===== src/pio_pkg.sv =====
/*
  constants, register map and helper functions for the parallel port block.
  assumes a 32-bit axi4-lite register bus with word-aligned registers.
*/
package pio_pkg;

  ////////////////////////////////////////////////////////////////////////////
  // register indices, byte address is four times the index
  localparam logic [3:0] IDX_PORT_A_DATA = 4'h0;
  localparam logic [3:0] IDX_PORT_B_DATA = 4'h1;
  localparam logic [3:0] IDX_PORT_C_DATA = 4'h2;
  localparam logic [3:0] IDX_PORT_D_SAMPLE = 4'h3;
  localparam logic [3:0] IDX_PORT_A_DIR = 4'h4;
  localparam logic [3:0] IDX_PORT_B_DIR = 4'h5;
  localparam logic [3:0] IDX_PORT_C_DIR = 4'h6;
  localparam int ADDR_W = 12;
  localparam int DATA_W = 32;
  localparam int PORT_W = 8;
  localparam int PD_W = 7;

  ////////////////////////////////////////////////////////////////////////////
  // reset values and response codes
  localparam logic [7:0] DIR_RESET = 8'h00;
  localparam logic [1:0] RESP_OKAY = 2'h0;
  localparam logic [1:0] RESP_SLVERR = 2'h2;

  ////////////////////////////////////////////////////////////////////////////
  // port d read layout
  localparam int PD_BIT_GP = 7;
  localparam int PD_BIT_UNUSED = 6;
  localparam int PD_SPI_HI = 5;
  localparam int PD_SPI_LO = 2;
  localparam int PD_SCI_HI = 1;
  localparam int PD_SCI_LO = 0;

  typedef enum logic [2:0] {
    PIO_REG_A_DATA,
    PIO_REG_B_DATA,
    PIO_REG_C_DATA,
    PIO_REG_D_SAMPLE,
    PIO_REG_A_DIR,
    PIO_REG_B_DIR,
    PIO_REG_C_DIR,
    PIO_REG_NONE
  } pio_reg_type;

  ////////////////////////////////////////////////////////////////////////////
  // address decode, shared by the read and write paths
  function automatic pio_reg_type pio_decode(input logic [ADDR_W-1:0] addr);
    pio_reg_type sel;
    sel = PIO_REG_NONE;
    if (addr[ADDR_W-1:6] != '0 || addr[1:0] != 2'h0) begin
      sel = PIO_REG_NONE;
    end else if (addr[5:2] == IDX_PORT_A_DATA) begin
      sel = PIO_REG_A_DATA;
    end else if (addr[5:2] == IDX_PORT_B_DATA) begin
      sel = PIO_REG_B_DATA;
    end else if (addr[5:2] == IDX_PORT_C_DATA) begin
      sel = PIO_REG_C_DATA;
    end else if (addr[5:2] == IDX_PORT_D_SAMPLE) begin
      sel = PIO_REG_D_SAMPLE;
    end else if (addr[5:2] == IDX_PORT_A_DIR) begin
      sel = PIO_REG_A_DIR;
    end else if (addr[5:2] == IDX_PORT_B_DIR) begin
      sel = PIO_REG_B_DIR;
    end else if (addr[5:2] == IDX_PORT_C_DIR) begin
      sel = PIO_REG_C_DIR;
    end
    return sel;
  endfunction

  // per bit: outputs read the latch, inputs read the pin
  function automatic logic [7:0] pio_port_read(input logic [7:0] dir,
      input logic [7:0] latch, input logic [7:0] pin);
    return (dir & latch) | (~dir & pin);
  endfunction

endpackage


===== src/pio_sync.sv =====
/*
  two-flop synchroniser for pin levels.
  assumes pins may change at any time relative to sys_clk.
*/
`timescale 1ns/100ps
`default_nettype none

module pio_sync #(
  parameter int WIDTH = 8
) (
  // clock and reset
  input wire logic sys_clk,
  input wire logic resetn,
  input wire logic ce,
  // levels
  input wire logic [WIDTH-1:0] async_in,
  output logic [WIDTH-1:0] sync_out
);

  logic [WIDTH-1:0] meta_r;

  ////////////////////////////////////////////////////////////////////////////
  // first stage feeds only the second stage
  always_ff @(posedge sys_clk or negedge resetn) begin
    if (!resetn) begin
      meta_r <= '0;
      sync_out <= '0;
    end else if (ce) begin
      meta_r <= async_in;
      sync_out <= meta_r;
    end
  end

endmodule // pio_sync

`default_nettype wire


===== src/pio_ports.sv =====
/*
  parallel port block: three bidirectional 8-bit ports and one 7-bit
  input-only port behind an axi4-lite slave.
  assumes synchronous bus signals, pins sampled through synchronisers,
  and serial enables supplied by the serial modules.
*/
// Local design decision: register access over AXI4-Lite.
// Behaviour
// - ports a, b, c each have 8-bit latch, reset keeps it
// - direction 1 drives pin, 0 floats it
// - reset clears port b direction
// - reset clears port c direction
// - port b output direction disables its pull-up
// - output pin driven from its latch bit
// - output pin reads back latch value
// - input pin reads back pin level
// - latch writes accepted in any direction, stored only when strobe bit 0 is set
// - port d input only, reads pins
// - spi enabled reads port d 5:2 zero
// - sci enabled reads port d 1:0 zero
// - port d layout gp, unused, serial pins
// - port c direction 8 bits, reset zero
// - port a matches ports b and c
`timescale 1ns/100ps
`default_nettype none

module pio_ports (
  // clock, reset, enable
  input wire logic sys_clk,
  input wire logic resetn,
  input wire logic ce,
  // axi4-lite write
  input wire logic [pio_pkg::ADDR_W-1:0] s_axi_awaddr,
  input wire logic s_axi_awvalid,
  output logic s_axi_awready,
  input wire logic [pio_pkg::DATA_W-1:0] s_axi_wdata,
  input wire logic [3:0] s_axi_wstrb,
  input wire logic s_axi_wvalid,
  output logic s_axi_wready,
  output logic [1:0] s_axi_bresp,
  output logic s_axi_bvalid,
  input wire logic s_axi_bready,
  // axi4-lite read
  input wire logic [pio_pkg::ADDR_W-1:0] s_axi_araddr,
  input wire logic s_axi_arvalid,
  output logic s_axi_arready,
  output logic [pio_pkg::DATA_W-1:0] s_axi_rdata,
  output logic [1:0] s_axi_rresp,
  output logic s_axi_rvalid,
  input wire logic s_axi_rready,
  // bidirectional pins
  input wire logic [7:0] first_port_pins_in,
  output logic [7:0] first_port_pins_out,
  output logic [7:0] first_port_pins_oe,
  input wire logic [7:0] second_port_pins_in,
  output logic [7:0] second_port_pins_out,
  output logic [7:0] second_port_pins_oe,
  output logic [7:0] second_port_pullup_en,
  input wire logic [7:0] third_port_pins_in,
  output logic [7:0] third_port_pins_out,
  output logic [7:0] third_port_pins_oe,
  // input-only port and sharing controls
  input wire logic [pio_pkg::PD_W-1:0] input_port_pins_in,
  input wire logic spi_enabled,
  input wire logic sci_enabled,
  input wire logic pullup_option
);

  logic [7:0] pa_latch_r;
  logic [7:0] pb_latch_r;
  logic [7:0] pc_latch_r;
  logic [7:0] port_a_direction_r;
  logic [7:0] port_b_direction_r;
  logic [7:0] port_c_direction_r;
  logic [7:0] pa_sync;
  logic [7:0] pb_sync;
  logic [7:0] pc_sync;
  logic [pio_pkg::PD_W-1:0] pd_sync;
  logic aw_held_r;
  logic w_held_r;
  logic [pio_pkg::ADDR_W-1:0] aw_addr_r;
  logic [7:0] w_data_r;
  logic w_strb_r;
  logic wr_go;
  pio_pkg::pio_reg_type wr_sel;
  pio_pkg::pio_reg_type rd_sel;
  logic [7:0] rd_nxt;
  logic [7:0] pd_view;

  ////////////////////////////////////////////////////////////////////////////
  // pin synchronisers
  pio_sync #(
    .WIDTH(3 * pio_pkg::PORT_W + pio_pkg::PD_W)
  ) u_sync (
    .sys_clk(sys_clk),
    .resetn(resetn),
    .ce(ce),
    .async_in({first_port_pins_in, second_port_pins_in, third_port_pins_in,
      input_port_pins_in}),
    .sync_out({pa_sync, pb_sync, pc_sync, pd_sync})
  );

  ////////////////////////////////////////////////////////////////////////////
  // write channel capture
  assign wr_go = aw_held_r && w_held_r && !s_axi_bvalid;
  assign wr_sel = pio_pkg::pio_decode(aw_addr_r);

  always_ff @(posedge sys_clk or negedge resetn) begin
    if (!resetn) begin
      aw_held_r <= 1'b0;
      aw_addr_r <= '0;
      s_axi_awready <= 1'b1;
    end else if (ce) begin
      if (s_axi_awvalid && s_axi_awready) begin
        aw_held_r <= 1'b1;
        aw_addr_r <= s_axi_awaddr;
        s_axi_awready <= 1'b0;
      end else if (wr_go) begin
        aw_held_r <= 1'b0;
      end else if (!aw_held_r && !s_axi_bvalid) begin
        s_axi_awready <= 1'b1;
      end
    end
  end

  always_ff @(posedge sys_clk or negedge resetn) begin
    if (!resetn) begin
      w_held_r <= 1'b0;
      w_data_r <= '0;
      w_strb_r <= 1'b0;
      s_axi_wready <= 1'b1;
    end else if (ce) begin
      if (s_axi_wvalid && s_axi_wready) begin
        w_held_r <= 1'b1;
        w_data_r <= s_axi_wdata[7:0];
        w_strb_r <= s_axi_wstrb[0];
        s_axi_wready <= 1'b0;
      end else if (wr_go) begin
        w_held_r <= 1'b0;
      end else if (!w_held_r && !s_axi_bvalid) begin
        s_axi_wready <= 1'b1;
      end
    end
  end

  always_ff @(posedge sys_clk or negedge resetn) begin
    if (!resetn) begin
      s_axi_bvalid <= 1'b0;
      s_axi_bresp <= pio_pkg::RESP_OKAY;
    end else if (ce) begin
      if (wr_go) begin
        s_axi_bvalid <= 1'b1;
        s_axi_bresp <= (wr_sel == pio_pkg::PIO_REG_NONE) ?
          pio_pkg::RESP_SLVERR : pio_pkg::RESP_OKAY;
      end else if (s_axi_bready) begin
        s_axi_bvalid <= 1'b0;
      end
    end
  end

  ////////////////////////////////////////////////////////////////////////////
  // data latches, no reset
  always_ff @(posedge sys_clk) begin
    if (ce && wr_go && w_strb_r) begin
      if (wr_sel == pio_pkg::PIO_REG_A_DATA) begin
        pa_latch_r <= w_data_r;
      end
      if (wr_sel == pio_pkg::PIO_REG_B_DATA) begin
        pb_latch_r <= w_data_r;
      end
      if (wr_sel == pio_pkg::PIO_REG_C_DATA) begin
        pc_latch_r <= w_data_r;
      end
    end
  end

  ////////////////////////////////////////////////////////////////////////////
  // direction registers; port d selects store nothing
  always_ff @(posedge sys_clk or negedge resetn) begin
    if (!resetn) begin
      port_a_direction_r <= pio_pkg::DIR_RESET;
      port_b_direction_r <= pio_pkg::DIR_RESET;
      port_c_direction_r <= pio_pkg::DIR_RESET;
    end else if (ce && wr_go && w_strb_r) begin
      if (wr_sel == pio_pkg::PIO_REG_A_DIR) begin
        port_a_direction_r <= w_data_r;
      end
      if (wr_sel == pio_pkg::PIO_REG_B_DIR) begin
        port_b_direction_r <= w_data_r;
      end
      if (wr_sel == pio_pkg::PIO_REG_C_DIR) begin
        port_c_direction_r <= w_data_r;
      end
    end
  end

  ////////////////////////////////////////////////////////////////////////////
  // pin drivers
  assign first_port_pins_out = pa_latch_r;
  assign second_port_pins_out = pb_latch_r;
  assign third_port_pins_out = pc_latch_r;
  assign first_port_pins_oe = port_a_direction_r;
  assign second_port_pins_oe = port_b_direction_r;
  assign third_port_pins_oe = port_c_direction_r;

  always_ff @(posedge sys_clk or negedge resetn) begin
    if (!resetn) begin
      second_port_pullup_en <= '0;
    end else if (ce) begin
      second_port_pullup_en <= {8{pullup_option}} & ~port_b_direction_r;
    end
  end

  ////////////////////////////////////////////////////////////////////////////
  // read path
  assign rd_sel = pio_pkg::pio_decode(s_axi_araddr);

  always_comb begin
    pd_view = 8'h00;
    pd_view[pio_pkg::PD_BIT_GP] = pd_sync[pio_pkg::PD_W-1];
    pd_view[pio_pkg::PD_BIT_UNUSED] = 1'b0;
    pd_view[pio_pkg::PD_SPI_HI:pio_pkg::PD_SPI_LO] = spi_enabled ? 4'h0 :
      pd_sync[pio_pkg::PD_SPI_HI:pio_pkg::PD_SPI_LO];
    pd_view[pio_pkg::PD_SCI_HI:pio_pkg::PD_SCI_LO] = sci_enabled ? 2'h0 :
      pd_sync[pio_pkg::PD_SCI_HI:pio_pkg::PD_SCI_LO];
  end

  always_comb begin
    rd_nxt = 8'h00;
    case (rd_sel)
      pio_pkg::PIO_REG_A_DATA: begin
        rd_nxt = pio_pkg::pio_port_read(port_a_direction_r, pa_latch_r, pa_sync);
      end
      pio_pkg::PIO_REG_B_DATA: begin
        rd_nxt = pio_pkg::pio_port_read(port_b_direction_r, pb_latch_r, pb_sync);
      end
      pio_pkg::PIO_REG_C_DATA: begin
        rd_nxt = pio_pkg::pio_port_read(port_c_direction_r, pc_latch_r, pc_sync);
      end
      pio_pkg::PIO_REG_D_SAMPLE: begin
        rd_nxt = pd_view;
      end
      pio_pkg::PIO_REG_A_DIR: begin
        rd_nxt = port_a_direction_r;
      end
      pio_pkg::PIO_REG_B_DIR: begin
        rd_nxt = port_b_direction_r;
      end
      pio_pkg::PIO_REG_C_DIR: begin
        rd_nxt = port_c_direction_r;
      end
      default: begin
        rd_nxt = 8'h00;
      end
    endcase
  end

  always_ff @(posedge sys_clk or negedge resetn) begin
    if (!resetn) begin
      s_axi_arready <= 1'b1;
      s_axi_rvalid <= 1'b0;
      s_axi_rdata <= '0;
      s_axi_rresp <= pio_pkg::RESP_OKAY;
    end else if (ce) begin
      if (s_axi_arvalid && s_axi_arready) begin
        s_axi_arready <= 1'b0;
        s_axi_rvalid <= 1'b1;
        s_axi_rdata <= {24'h000000, rd_nxt};
        s_axi_rresp <= (rd_sel == pio_pkg::PIO_REG_NONE) ?
          pio_pkg::RESP_SLVERR : pio_pkg::RESP_OKAY;
      end else if (s_axi_rvalid && s_axi_rready) begin
        s_axi_rvalid <= 1'b0;
        s_axi_arready <= 1'b1;
      end
    end
  end
endmodule // pio_ports

`default_nettype wire


===== config.mk =====
export PLATFORM = sky130hd
export DESIGN_NAME = pio_ports
export DESIGN_NICKNAME = d
export VERILOG_FILES = /design/src/pio_pkg.sv /design/src/pio_sync.sv /design/src/pio_ports.sv
export SDC_FILE = /design/constraint.sdc
export NUM_CORES = 1
export LEC_CHECK = 0
export ABC_AREA = 1
export BUFFER_PORTS_ARGS = -buffer_cell sky130_fd_sc_hd__buf_2
export CAP_MARGIN = 20
export CORE_MARGIN = 2
export CORE_UTILIZATION = 50
export CTS_BUF_LIST = sky130_fd_sc_hd__clkbuf_4 sky130_fd_sc_hd__clkbuf_8
export DETAILED_ROUTE_END_ITERATION = 8
export PLACE_DENSITY = 0.8
export SYNTH_ARGS = -nofsm -noshare
export SYNTH_HDL_FRONTEND = slang
export SYNTH_SLANG_ARGS = --single-unit

===== constraint.sdc =====
create_clock -name sys_clk -period 3.3 [get_ports sys_clk]
set_clock_uncertainty 0.2 [all_clocks]
set_input_delay 0.66 -clock sys_clk [delete_from_list [all_inputs] [get_ports sys_clk]]
set_output_delay 0.66 -clock sys_clk [all_outputs]
set_load 0.1 [all_outputs]

==> results of run 1 <==
[cells in the final DEF, fill, tap and decap left out, types with 8 or more instances in the layout]
cell	synthesis	layout
nand2_1	277	277
edfxtp_1	24	24
nand4_1	10	10
mux2_2	18	18
o21ai_0	73	73
buf_4	26	10
inv_1	52	52
nor2_4	8	8
buf_2	6	144
conb_1	1	26
a21oi_1	10	10
nand3_1	42	42
clkbuf_8	0	17
nor2_1	63	63
dfrtp_1	129	129
[stage by stage]
| step | instance area, µm² | power [mW] | setup slack, ps | util [%] |
|---|---|---|---|---|
| after floorplan | 7080 | 3.39 | 924 | - |
| after global placement | 7800 | 3.66 | 699 | 56.6 |
| after detailed placement | 7800 | 3.70 | 640 | 56.6 |
| after CTS | 8190 | 5.11 | 976 | 59.5 |
| after global routing | 8190 | 5.31 | 887 | 59.5 |
| final | 8190 | 5.10 | 1000 | 59.5 |
[power breakdown]
group          leakage [nW]  internal, mW  total, mW  switching, mW
combinational          2.25         0.269       1.11          0.840
sequential             1.83          2.28       2.55          0.274
clock                 0.194         0.742       1.44          0.696
total                  4.28          3.29       5.10           1.81
[final cells by class]
cell class              count  area (µm²)
clock inverters            14         153
clock buffers              18         241
fillers                  1220        5580
multi-input cells         549        2530
well taps                 180         225
repair buffers            155         816
inverters                  54         203
flip-flops and latches    156        4030
[how the worst min path moves through the flow]
stage,start,endpoint,slack (ps),depth (start not counted)
3_5_place_dp,u_sync.meta_r[8],u_sync.meta_r[8],260,2
2_1_floorplan,resetn,aw_addr_r[0],160,0
5_1_grt,resetn,u_sync.meta_r[15],150,2
6_report,resetn,w_data_r[5],110,2
4_1_cts,resetn,u_sync.sync_out[19],140,2
3_3_place_gp,u_sync.meta_r[18],u_sync.meta_r[18],250,2
[cells by family (layout without fill, tap and decap cells)]
logic type	Yosys count	after routing	synth area share, %
AOI/OAI and AO/OA	88	88	6.47
other	1	26	0.0537
DFF	156	156	57.7
muxes	19	19	3.05
buffers and inverters	107	241	7.47
and+or+nand+nor	416	416	25.3
[worst register-to-register path, stage by stage (launching register included)]
cell	delay (ps)
dfrtp_1	380
nor2_1	110
nand3_1	110
nor3_2	200
nand2_1	130
nor2_2	140
nand2_1	250
nor2_1	180
buf_4	210
[routing by layer]
metal | track usage (%) | vias up | wire (µm)
li1 | - | 2751 | -
met1 | 33.6 | 2699 | 7540
met2 | 38.1 | 259 | 8300
met3 | 7.96 | 24 | 1590
met4 | 7.61 | 0 | 266
met5 | 0 | - | 0
==> results.txt, run 1 <==
Routed wire length -> 17700 µm
Worst R2R Path Depth -> 8
PwrDens -> 622 mW/mm²
Vias/cell -> 5.09
Fmax -> 436 MHz
Synth Register Bits -> 156
Fin cells -> 1126
Initial antenna violation count -> 0
Largest regs -> u_sync.meta_r x31, u_sync.sync_out x31, aw_addr_r x12
Final setup viols -> 0
Area grow syn2layout -> 17.3%
Largest net degree at the start of global routing -> 133
Period utilisation layout -> 69.5%
Final slew viol count -> 0
Setup_tns -> 0 ps
CTS tree -> yes
H-tree Lvls -> 4
Placed insts -> 1094
Crit-path max FO -> 3
Hold WS -> 106 ps
Critical path startpoint -> s_axi_wready
Final ANT Viol Nets -> 0
Initial DRC count -> 398
Slew headroom -> 53.2%
Mapped Cells -> 787
Outcome -> finished, final reports clean
Placer congestion estimate -> 0.903
VDD IR max -> 0.721 mV
R2R Path End -> first_port_pins_out[6]
Crit end category -> output port
Worst path slowest cell -> dfstp_2
Post-layout min period -> 2300 ps
Synth unique cells -> 30
Synth Warn # -> 0
Clk buf depth -> 2
CTS Sinks -> 156
Most common library cells after synthesis -> nand2_1 (277), dfrtp_1 (129), o21ai_0 (73)
Min-Delay Path Class -> input port to asynchronous set/reset pin
Number of synthesized flops with an enable pin -> 24
Proportion of layout cells with a drive suffix above 1 -> 24.0%
Root buffer cell -> clkbuf_8
Hold_buf cts -> 0
Post-cts gate resize count -> 0
Most frequent cell after synthesis -> nand2_1
Vias -> 5733
Synth area leaders -> dfrtp_1 (46%), nand2_1 (15%), edfxtp_1 (10%)
Synth Flop Type -> dfrtp_1
Reg-to-reg slack, setup -> 1100 ps
Post-synthesis sequential area ratio -> 57.7%
Core box area -> 0.0138 mm²
WP buf/inv -> 1
Clk_lat worst skew -> 460 ps
Critical Path AT -> 1430 ps
Worst Setup EP -> s_axi_wready
Post-Syn Area -> 0.00698 mm²
Row count -> 43
Diodes inserted -> 0
Leakage -> 4.28 nW
Drt first pass iters -> 5
Postcts setup bufs -> 0
Max_cap viols -> 0
Number of global-route vias before repair -> 5359
CP Depth -> 1
Fin. Hold Viols -> 0
DRC viols -> 0
Die X-Extent -> 122 µm
Worst path max stage delay -> 560 ps
CP required -> 2440 ps
DP Wirelength -> 12900 µm
Die area -> 0.0149 mm²
Crit path max-delay family -> flip-flops
CP Class -> flop to output port
Share of the synthesized area in the top cell type -> 46.2%
Clock transition at the registers of the reported paths -> 80 ps
Reg2Reg Launch Point -> aw_addr_r[11]
Buffers on Ports -> 145
Gr ovfl total -> 0
Nets -> 1035
Wire length per cell -> 15.7 µm
Die Y -> 122 µm
Worst setup SP type -> flop
Ports -> 199
Ys async rst share -> 84.6%
Area leader, netlist -> dfrtp_1
RSZ-0062 raised after global routing -> false
CP Cell Sequence -> buf_2
Wire length of the first global-routing pass -> 27600 µm
Num CTS Buffers -> 17
Effective utilization at floorplan -> 50.7%
Worst-margin pin slew -> 701 ps
Tot GR Track Use -> 24.7%
Post-synthesis area per instance -> 8.87 µm²
No activity file was read; power rests on OpenSTA's default activity.
==> run 2, diff against run 1 <==
- clock period: 3.3 -> 2.22 ns (I/O delays scaled with it)
==> run 2 against run 1 <==
Effect of this change: global-route usage grew 1.2 points; hold slack got worse by 93 ps; die area stayed put; critical endpoint unchanged; largest cell class unchanged; largest power group unchanged.
==> results.txt, run 2 (synthesis gave the netlist of run 1 again) <==
Wire length of the first global-routing pass -> 29200 µm (was 27600 µm)
Worst R2R Path Depth -> 6 (was 8)
Crit-path max FO -> 3 (unchanged)
VDD IR max -> 0.912 mV (was 0.721 mV)
Final ANT Viol Nets -> 0 (unchanged)
Max_cap viols -> 0 (unchanged)
Clk buf depth -> 2 (unchanged)
Ports -> 199 (unchanged)
Number of global-route vias before repair -> 5743 (was 5359)
CP Depth -> 1 (unchanged)
CTS Sinks -> 156 (unchanged)
Largest regs -> u_sync.meta_r x31, u_sync.sync_out x31, aw_addr_r x12 (unchanged)
Critical path startpoint -> s_axi_wready (unchanged)
Buffers on Ports -> 145 (unchanged)
Worst path slowest cell -> dfstp_2 (unchanged)
Reg-to-reg slack, setup -> 210 ps (was 1100 ps)
Worst Setup EP -> s_axi_wready (unchanged)
Post-layout min period -> 2090 ps
Routed wire length -> 18500 µm (was 17700 µm)
Worst setup SP type -> flop (unchanged)
CP required -> 1580 ps (was 2440 ps)
Effective utilization at floorplan -> 50.7% (unchanged)
CP Class -> flop to output port (unchanged)
Min-Delay Path Class -> input port to flop (was input port to asynchronous set/reset pin)
Reg2Reg Launch Point -> s_axi_bvalid (was aw_addr_r[11])
WP buf/inv -> 1 (unchanged)
Initial antenna violation count -> 0 (unchanged)
Drt first pass iters -> 5 (unchanged)
Hold WS -> 12.5 ps (was 106 ps)
Tot GR Track Use -> 26.0% (was 24.7%)
Die X-Extent -> 122 µm (unchanged)
Fmax -> 478 MHz
Root buffer cell -> clkbuf_8 (unchanged)
Final setup viols -> 0 (unchanged)
Nets -> 1093 (was 1035)
Fin. Hold Viols -> 0 (unchanged)
Gr ovfl total -> 0 (unchanged)
Die area -> 0.0149 mm² (unchanged)
Most frequent cells in the layout -> nand2_1 (277), buf_2 (144), dfrtp_1 (128) (was nand2_1 (277), buf_2 (144), dfrtp_1 (129))
H-tree Lvls -> 4 (unchanged)
CP Cell Sequence -> buf_2 (unchanged)
Crit end category -> output port (unchanged)
Post-cts gate resize count -> 0 (unchanged)
Worst path max stage delay -> 560 ps (about the same)
Setup_tns -> 0 ps (unchanged)
Num CTS Buffers -> 17 (unchanged)
Initial DRC count -> 505 (was 398)
Diodes inserted -> 0 (unchanged)
Most common cell after layout, fill and taps aside -> nand2_1 (unchanged)
Critical Path AT -> 1450 ps (was 1430 ps)
Placer congestion estimate -> 0.916 (was 0.903)
Crit path max-delay family -> flip-flops (unchanged)
Final slew viol count -> 0 (unchanged)
PwrDens -> 867 mW/mm² (was 622 mW/mm²)
Worst-margin pin slew -> 642 ps (was 701 ps)
Clk_lat worst skew -> 460 ps (about the same)
Period utilisation layout -> 94.3%
Area grow syn2layout -> 25.3% (was 17.3%)
Die Y -> 122 µm (unchanged)
RSZ-0062 raised after global routing -> false (unchanged)
Row count -> 43 (unchanged)
Vias -> 5965 (was 5733)
Outcome -> finished, final reports clean (unchanged)
Proportion of layout cells with a drive suffix above 1 -> 24.9% (was 24.0%)
Vias/cell -> 5.04 (was 5.09)
Largest net degree at the start of global routing -> 63 (was 133)
Clock transition at the registers of the reported paths -> 80 ps (about the same)
R2R Path End -> first_port_pins_out[0] (was first_port_pins_out[6])
DP Wirelength -> 13200 µm (was 12900 µm)
Wire length per cell -> 15.6 µm (was 15.7 µm)
Slew headroom -> 56.9% (was 53.2%)
PnR Total Power -> 7.59 mW (was 5.10 mW)
DRC viols -> 0 (unchanged)
Leakage -> 4.54 nW (was 4.28 nW)
CTS tree -> yes (unchanged)
Core box area -> 0.0138 mm² (unchanged)
Hold wc startpoint -> first_port_pins_in[7]
-- run 2: what timing repair did --
item,CTS,global route
setup endpoints to repair,0,1
setup buffers,0,1
hold buffers,38,1
endpoints found under the hold margin,55,1
-- run 2: tightest hold or removal path: cells and delay by family --
| kind | cells | cell delay [ps] |
|---|---|---|
| buf+inv | 1 | 80 |
| simple gates | 2 | 110 |
-- run 2: per-stage QoR --
step | utilization, % | setup slack (ps) | instances | instance area (µm²)
CTS | 63.3 | 100 | 1182 | 8720
detailed placement | 57.8 | 98.3 | 1112 | 7960
global placement | 57.8 | 98.6 | 1112 | 7960
finish | 63.5 | 127 | 1184 | 8750
global route | 63.5 | 11.7 | 1184 | 8750
floorplan | - | 48.1 | 812 | 7080
-- run 2: power by group --
part           internal (mW)  leakage, nW  total [mW]  switching (mW)
Sequential              3.39         1.83        3.80           0.408
Clock                  0.921        0.194        2.04            1.12
Combinational          0.468         2.51        1.75            1.28
-- run 2: cell type report --
class | count | area [µm²]
Fill cell | 1193 | 5030
Sequential cell | 156 | 4030
Multi-Input combinational cell | 549 | 2530
Timing Repair Buffer | 213 | 1390
Clock buffer | 18 | 241
Tap cell | 180 | 225
Inverter | 54 | 203
Clock inverter | 14 | 135
-- run 2: how the worst min path moves through the flow --
stage	endpoint	slack (ps)	depth (start not counted)
2_1_floorplan	aw_addr_r[0]	-50	0
3_3_place_gp	w_data_r[5]	150	1
3_5_place_dp	w_data_r[6]	160	1
4_1_cts	aw_addr_r[1]	0.4	2
5_1_grt	w_data_r[6]	2	2
6_report	u_sync.meta_r[30]	10	3
-- run 2: metal layers --
metal | part of all wire (%) | GRT usage (%)
met5 | 0 | 0
met4 | 1.4 | 6.39
met3 | 7.1 | 7.35
met2 | 48 | 42.1
met1 | 43 | 34.7
